**src/tcio_regs.vh**
```
// Register offsets, field positions, codes and reset values for the channel I/O control block
`ifndef TCIO_REGS_VH
`define TCIO_REGS_VH
`define TCIO_OFF_IO_HIGH     12'h000
`define TCIO_OFF_IO_LOW      12'h004
`define TCIO_OFF_MODE        12'h008
`define TCIO_OFF_STATUS      12'h00C
`define TCIO_RST_IO          8'h00
`define TCIO_RST_MODE        2'h0
`define TCIO_HI_CODE_B_MSB   7
`define TCIO_HI_CODE_B_LSB   4
`define TCIO_HI_CODE_A_MSB   3
`define TCIO_HI_CODE_A_LSB   0
`define TCIO_MODE_BUF_A_BIT  0
`define TCIO_MODE_BUF_B_BIT  1
`define TCIO_CAP_BIT         3
`define TCIO_INIT_BIT        2
`define TCIO_ACT_OFF         2'h0
`define TCIO_ACT_LOW         2'h1
`define TCIO_ACT_HIGH        2'h2
`define TCIO_ACT_TOGGLE      2'h3
`define TCIO_EDGE_RISE       2'h0
`define TCIO_EDGE_FALL       2'h1
`endif

```
**src/tcio_chan.v**
```verilog
// One general register's compare output and capture edge logic
`timescale 1ns/1ps
`default_nettype none
`include "tcio_regs.vh"
module tcio_chan (
    input  wire       ref_clk,
    input  wire       rst,
    input  wire [3:0] code,
    input  wire       blocked,
    input  wire       match,
    input  wire       pin_sync,
    output reg        pin_out_r,
    output reg        pin_oe_r,
    output reg        capture_r
);
    reg  [3:0] code_q_r;
    reg        pin_prev_r;
    wire       is_cap;
    wire       active;
    wire       rise;
    wire       fall;
    wire       edge_hit;
    reg        pin_nxt;

    assign is_cap = code[`TCIO_CAP_BIT];
    assign active = ~blocked;
    assign rise   = pin_sync & ~pin_prev_r;
    assign fall   = ~pin_sync & pin_prev_r;
    // rising edge; R9: falling edge; R10: both edges
    assign edge_hit = (code[1:0] == `TCIO_EDGE_RISE) ? rise :
                      (code[1:0] == `TCIO_EDGE_FALL) ? fall : (rise | fall);

    always @* begin
        pin_nxt = pin_out_r;
        if (code != code_q_r) begin
            // initial level placed when code changes
            pin_nxt = code[`TCIO_INIT_BIT];
        end else if (match) begin
            case (code[1:0])
                // drive low on match
                `TCIO_ACT_LOW:    pin_nxt = 1'b0;
                // drive high on match
                `TCIO_ACT_HIGH:   pin_nxt = 1'b1;
                // invert on match
                `TCIO_ACT_TOGGLE: pin_nxt = ~pin_out_r;
                default:          pin_nxt = pin_out_r;
            endcase
        end
    end

    always @(posedge ref_clk or posedge rst) begin
        if (rst) begin
            code_q_r   <= 4'h0;
            pin_prev_r <= 1'b0;
            pin_out_r  <= 1'b0;
            pin_oe_r   <= 1'b0;
            capture_r  <= 1'b0;
        end else begin
            code_q_r   <= code;
            pin_prev_r <= pin_sync;
            // buffer use blocks all function; R13: codes 0x00 leave pin undriven
            pin_oe_r   <= active & ~is_cap & (code[1:0] != `TCIO_ACT_OFF);
            // Disabled compare codes hold the pin low so out never shows without oe
            pin_out_r  <= (active & ~is_cap & (code[1:0] != `TCIO_ACT_OFF)) ? pin_nxt : 1'b0;
            // no capture while used as buffer
            capture_r  <= active & is_cap & edge_hit;
        end
    end
endmodule
`default_nettype wire

```
**src/tcio_top.v**
```verilog
// APB control registers and four general register I/O functions for one timer channel
// Functional notes
// High control bits 7..4 select register B function.
// High control bits 3..0 select register A function.
// Low control bits 7..4 select register D function.
// Low control bits 3..0 select register C function.
// Top bit clear means compare; x001 drives pin low, initial 0 or 1.
// Codes x010 drive pin high on match, initial level from bit 2.
// Codes x011 invert pin on match, initial level from bit 2.
// Top bit set means capture; 1x00 captures on rising edge of pin.
// Codes 1x01 capture on falling edge.
// Codes 1x1x capture on both edges.
// Buffer B enabled makes register D do nothing.
// Buffer A enabled makes register C do nothing.
// Codes reset to 0000; 0000 and 0100 leave pin undriven.
// Selected initial level appears on pin before first match. Here a code written while buffered starts low when the buffer bit clears.
//
// Chosen here: the placing of the registers and register access over APB.
`timescale 1ns/1ps
`default_nettype none
`include "tcio_regs.vh"
module tcio_top (
    input  wire        ref_clk,
    input  wire        rst,
    input  wire        psel,
    input  wire        penable,
    input  wire        pwrite,
    input  wire [11:0] paddr,
    input  wire [31:0] pwdata,
    input  wire [3:0]  pstrb,
    output reg  [31:0] prdata,
    output reg         pready,
    output reg         pslverr,
    input  wire [3:0]  compare_match,
    input  wire [3:0]  timer_pin_in,
    output wire [3:0]  timer_pin_out,
    output wire [3:0]  timer_pin_oe,
    output wire [3:0]  capture_strobe
);
    reg  [7:0] io_control_high_r;
    reg  [7:0] io_control_low_r;
    reg  [1:0] channel_mode_reg_r;
    reg  [3:0] pin_s1_r;
    reg  [3:0] pin_s2_r;
    reg  [31:0] prdata_nxt;
    reg        decode_ok;
    wire       setup;
    wire       wr_lane0;
    wire [15:0] codes;
    wire [3:0] blocked;

    // Answer in the access cycle; pready registered high in setup so zero wait states
    assign setup    = psel & ~penable;
    assign wr_lane0 = psel & penable & pready & pwrite & pstrb[0];

    always @* begin
        prdata_nxt = 32'h0000_0000;
        decode_ok  = 1'b1;
        case (paddr)
            `TCIO_OFF_IO_HIGH: prdata_nxt = {24'h00_0000, io_control_high_r};
            `TCIO_OFF_IO_LOW:  prdata_nxt = {24'h00_0000, io_control_low_r};
            `TCIO_OFF_MODE:    prdata_nxt = {30'h0000_0000, channel_mode_reg_r};
            `TCIO_OFF_STATUS:  prdata_nxt = {24'h00_0000, timer_pin_oe, timer_pin_out};
            default:           decode_ok  = 1'b0;
        endcase
    end

    always @(posedge ref_clk or posedge rst) begin
        if (rst) begin
            prdata  <= 32'h0000_0000;
            pready  <= 1'b0;
            pslverr <= 1'b0;
        end else begin
            pready  <= setup;
            pslverr <= setup & ~decode_ok;
            prdata  <= (setup & ~pwrite & decode_ok) ? prdata_nxt : 32'h0000_0000;
        end
    end

    // codes reset to output disabled
    always @(posedge ref_clk or posedge rst) begin
        if (rst) begin
            io_control_high_r  <= `TCIO_RST_IO;
            io_control_low_r   <= `TCIO_RST_IO;
            channel_mode_reg_r <= `TCIO_RST_MODE;
        end else if (wr_lane0) begin
            case (paddr)
                `TCIO_OFF_IO_HIGH: io_control_high_r  <= pwdata[7:0];
                `TCIO_OFF_IO_LOW:  io_control_low_r   <= pwdata[7:0];
                `TCIO_OFF_MODE:    channel_mode_reg_r <= pwdata[1:0];
                default:           io_control_high_r  <= io_control_high_r;
            endcase
        end
    end

    // Pins are asynchronous to ref_clk
    always @(posedge ref_clk or posedge rst) begin
        if (rst) begin
            pin_s1_r <= 4'h0;
            pin_s2_r <= 4'h0;
        end else begin
            pin_s1_r <= timer_pin_in;
            pin_s2_r <= pin_s1_r;
        end
    end

    // A from high bits 3..0; R1: B from high bits 7..4
    // C from low bits 3..0; R3: D from low bits 7..4
    assign codes = {io_control_low_r[7:4], io_control_low_r[3:0],
                    io_control_high_r[`TCIO_HI_CODE_B_MSB:`TCIO_HI_CODE_B_LSB],
                    io_control_high_r[`TCIO_HI_CODE_A_MSB:`TCIO_HI_CODE_A_LSB]};
    // C as buffer; R11: D as buffer
    assign blocked = {channel_mode_reg_r[`TCIO_MODE_BUF_B_BIT], channel_mode_reg_r[`TCIO_MODE_BUF_A_BIT], 2'b00};

    genvar gi;
    generate
        for (gi = 0; gi < 4; gi = gi + 1) begin : g_ch
            tcio_chan u_chan (
                .ref_clk   (ref_clk),
                .rst       (rst),
                .code      (codes[gi*4 +: 4]),
                .blocked   (blocked[gi]),
                .match     (compare_match[gi]),
                .pin_sync  (pin_s2_r[gi]),
                .pin_out_r (timer_pin_out[gi]),
                .pin_oe_r  (timer_pin_oe[gi]),
                .capture_r (capture_strobe[gi])
            );
        end
    endgenerate
endmodule
`default_nettype wire

```
**config.mk**
```make
export PLATFORM = sky130hd
export DESIGN_NAME = tcio_top
export DESIGN_NICKNAME = d
export VERILOG_FILES = /design/src/tcio_chan.v /design/src/tcio_top.v
export VERILOG_INCLUDE_DIRS = /design/src
export SDC_FILE = /design/constraint.sdc
export NUM_CORES = 1
export LEC_CHECK = 0
export ABC_AREA = 1
export BUFFER_PORTS_ARGS = -buffer_cell sky130_fd_sc_hd__buf_2
export CORE_MARGIN = 2
export CORE_UTILIZATION = 57
export CTS_BUF_LIST = sky130_fd_sc_hd__clkbuf_8 sky130_fd_sc_hd__clkbuf_16
export CTS_CLUSTER_SIZE = 24
export DETAILED_ROUTE_END_ITERATION = 10
export GPL_TIMING_DRIVEN = 0
export PLACE_DENSITY = 0.95
export SLEW_MARGIN = 20
export SYNTH_ARGS = -nofsm -noshare
export SYNTH_HDL_FRONTEND = slang
export SYNTH_SLANG_ARGS = --single-unit
export TNS_END_PERCENT = 5
```
**constraint.sdc**
```tcl
create_clock -name ref_clk -period 4.1 [get_ports ref_clk]
set_input_delay 0.205 -clock ref_clk [delete_from_list [all_inputs] [get_ports ref_clk]]
set_output_delay 0.205 -clock ref_clk [all_outputs]
set_load 0.01 [all_outputs]
```
==> results.yml <==
floorplanning:
  placeableCoreArea_um2: 6459
  ios: 107
  num_rows: 29
  die_w_um: 86.27
  die-area_um2: 7442
  start_util_pct: 59.72
  die_h_um: 86.27
route:
  dr.first_iter.drc_count: 221
  wire_per_inst_um: 12.19
  drtAntennaViolNets: 0
  vias: 3097
  routed_wl_mm: 7.763
  drc: 0
  first_pass_iters: 4
  avgViaCountPerCell: 4.862
timing:
  finalSetupViolCount: 0
  maxSlewViolCount: 0
  finalHoldViolCount: 0
  rsz0062_at_grt: "no"
  fin_tns_setup_ps: 0
  finalCritPeriodShare_pct: 40.10
  timing.fmax_mhz: 608.2
  min_period_ps: 1644
  clock_skew_ps: 7.797
setup_path:
  timing_worst_setup_path_type: "reg2reg"
  r2r_cells: 10
  slowest_stage: "dfrtp_1"
  timing.rr.start: "io_control_low_r[0]$_DFFE_PP0P_"
  path_buf_inv: 2
  arrival_ps: 1880
  crit_path_end_kind: "register"
  r2r_end: "g_ch[2].u_chan.pin_out_r$_DFFE_PP0P_"
  path_cells: "inv_1 > ha_1 > nor2_1 > nor2_1 > nor2_1 > nand3_1 > nand2_1 > inv_1 > nand2_1 > nand2_1"
  slowest_delay_ps: 530
  start_kind: "register"
  path_max_fanout: 7
  crit_family: "simple AND/OR/NAND/NOR gates"
  required_ps: 4340
  r2r_setup_slack_ps: 2460
synth:
  syn_avg_cell_area_um2: 8.386
  synth_cell_types: 26
  synth_fa_ha_area_share_pct: 7.785
  synth-compound-area-share_pct: 6.422
  netlist_area_um2: 3857
  synth_xor_area_share_pct: 0
  ys_seq_elements: 68
  ys_seq_area_share_pct: 44.11
  netlist_instances: 460
  synth_simple_gate_area_share_pct: 26.01
  yosys-mux-area-fraction_pct: 0
  synth_warnings: 0
  synth_top_family_by_area: "simple AND/OR/NAND/NOR gates"
power_and_ir_drop:
  clkPwrFrac_pct: 41.2
  p_switching_uw: 321.0
  swShare_pct: 24.38
  p_seq_share_pct: 51.7
  power_density_nw_per_um2: 287.1
  combinationalPowerShare_pct: 7.1
  ir_worst_vdd_mv: 0.2177
  p_leak_nw: 2.608
  intPower_uw: 995.7
cts:
  clk_path_buf_depth: 2
  worst_skew_pair.late_latency_ps: 350
  path_clk_slew_ps: 80
  cts_root_buf: "clkbuf_8"
  numCtsBuffers: 9
  post_cts_buffers: 0
  cts_htree_levels: 3
  cts_tree: "yes"
  cts_sinks: 68
min_path:
  min_from: "penable"
  min_path_cells: 2
  hold_path_class: "in2reg"
  whs_endpoint: "pready$_DFF_PP0_"
placement:
  place_hpwl_mm: 5.948
  portBuffers: 55
  gp_congestion: 0.8550
  dp.cells: 616
final_layout:
  finalCoreUtilization_pct: 71.02
  stdcell_count: 637
  layout.nets: 640
  mostFrequentLayoutCells: "112 x nand2_1, 74 x inv_1, 68 x dfrtp_1, 55 x buf_2, 45 x nor2_1"
  layout-drive-gt1-share_pct: 28.04
  diodes: 0
  syn2layout_area_growth_pct: 18.91
  final_common_cell: "nand2_1"
global_routing:
  grt_pass1_wl_mm: 13.13
  grt_max_degree: 47
  grt_use_total_pct: 22.61
  grt_pass1_vias: 3085
  antenna_found_initial: 0
  gr-total-overflow: 0
run:
  drv_cap: 0
status:
  status: "finished, final reports clean"
what timing repair did:
item,in CTS,in global routing
gates resized for setup,0,0
hold buffers,5,0
endpoints found under the hold margin,26,0
flip-flops by register name, summed over array words and instances, names as in the netlist:
name,flops
io_control_high_r,8
channel_mode_reg_r,2
pready,1
pin_s1_r,4
prdata,8
g_ch.u_chan.pin_prev_r,4
g_ch.u_chan.capture_r,4
pin_s2_r,4
pslverr,1
g_ch.u_chan.pin_out_r,4
g_ch.u_chan.code_q_r,16
g_ch.u_chan.pin_oe_r,4
io_control_low_r,8
layer usage:
| metal | routed length (µm) | share of wire (%) | global-route usage (%) |
|---|---|---|---|
| met5 | 0 | 0 | 0 |
| met4 | 172 | 2.2 | 10.51 |
| met3 | 453 | 5.8 | 3.619 |
| met2 | 3868 | 50 | 39.89 |
| met1 | 3269 | 42 | 27.13 |
cell families (layout without fill, tap and decap cells):
kind of cell / after synthesis / count (layout)
AND/OR/NAND/NOR: 219 / 219
buffers and inverters: 116 / 193
flip-flops: 68 / 68
AO/OA/AOI/OAI: 32 / 32
adder cells (fa/ha/maj): 24 / 24
other: 1 / 24
synth_stat cells:
cell type,instances,share of area (%)
nor2_8,1,0.52
nand3_4,2,0.91
nand2_2,5,0.81
nand3_2,1,0.26
nand2_4,1,0.29
a21oi_1,2,0.26
nor4_1,2,0.32
buf_4,36,7.0
o21ai_2,18,4.1
nand2_1,112,11
ha_1,24,7.8
o21ai_1,2,0.26
conb_1,1,0.097
nor2_1,45,4.4
o21bai_1,4,0.78
nand4_1,4,0.65
nor3_1,2,0.26
nor2_4,4,1.2
o21ai_0,2,0.26
buf_6,4,1.2
dfrtp_1,68,44
nor2_2,11,1.8
nand3_1,29,3.8
inv_2,2,0.19
inv_1,74,7.2
o211ai_1,4,0.78
layout make-up:
class | instances | area, µm²
repair buffers | 61 | 352.8
inverters | 76 | 287.8
multi-input cells | 299 | 1642
fillers | 474 | 1872
flip-flops and latches | 68 | 1702
plain buffers | 40 | 315.3
well taps | 77 | 96.34
clock buffers | 9 | 123.9
clock inverters | 7 | 67.56
how the worst max path moves through the flow:
stage | from | to | slack, ps | cells past startpoint
floorplan | rst | channel_mode_reg_r[0]$_DFFE_PP0P_ | 2180 | 1
global placement | rst | pin_s1_r[3]$_DFF_PP0_ | 1420 | 2
detailed placement | io_control_low_r[0]$_DFFE_PP0P_ | g_ch[2].u_chan.pin_out_r$_DFFE_PP0P_ | 2470 | 10
CTS | io_control_low_r[0]$_DFFE_PP0P_ | g_ch[2].u_chan.pin_out_r$_DFFE_PP0P_ | 2460 | 10
global route | io_control_high_r[4]$_DFFE_PP0P_ | g_ch[1].u_chan.pin_out_r$_DFFE_PP0P_ | 2310 | 10
finish | io_control_low_r[0]$_DFFE_PP0P_ | g_ch[2].u_chan.pin_out_r$_DFFE_PP0P_ | 2460 | 10
power by group through the flow:
stage | Combinational (mW) | Clock [mW] | Sequential, mW
floorplan | 0.0585 | 0 | 0.694
global placement | 0.0828 | 0 | 0.694
detailed placement | 0.0895 | 0 | 0.694
CTS | 0.0934 | 0.548 | 0.681
global route | 0.104 | 0.586 | 0.682
finish | 0.0929 | 0.543 | 0.681
worst register-to-register path, cell delays in order (launching register included):
cell and delay, ps:
dfrtp_1 530, inv_1 140, ha_1 300, nor2_1 100
nor2_1 50, nor2_1 130, nand3_1 100, nand2_1 70
inv_1 40, nand2_1 50, nand2_1 40
metrics by stage:
step / power [mW] / instance area (µm²) / hold WS, ps / worst slack [ps]
after floorplan: 0.7523 / 3944 / 236.4 / 2183
after global placement: 0.7763 / 4315 / 312.7 / 1421
after detailed placement: 0.7838 / 4345 / 189.8 / 2470
after CTS: 1.322 / 4587 / 51.04 / 2458
after global routing: 1.372 / 4587 / 64.70 / 2311
final: 1.317 / 4587 / 55.65 / 2456
Note: power is estimated with default switching activity, not from simulation.
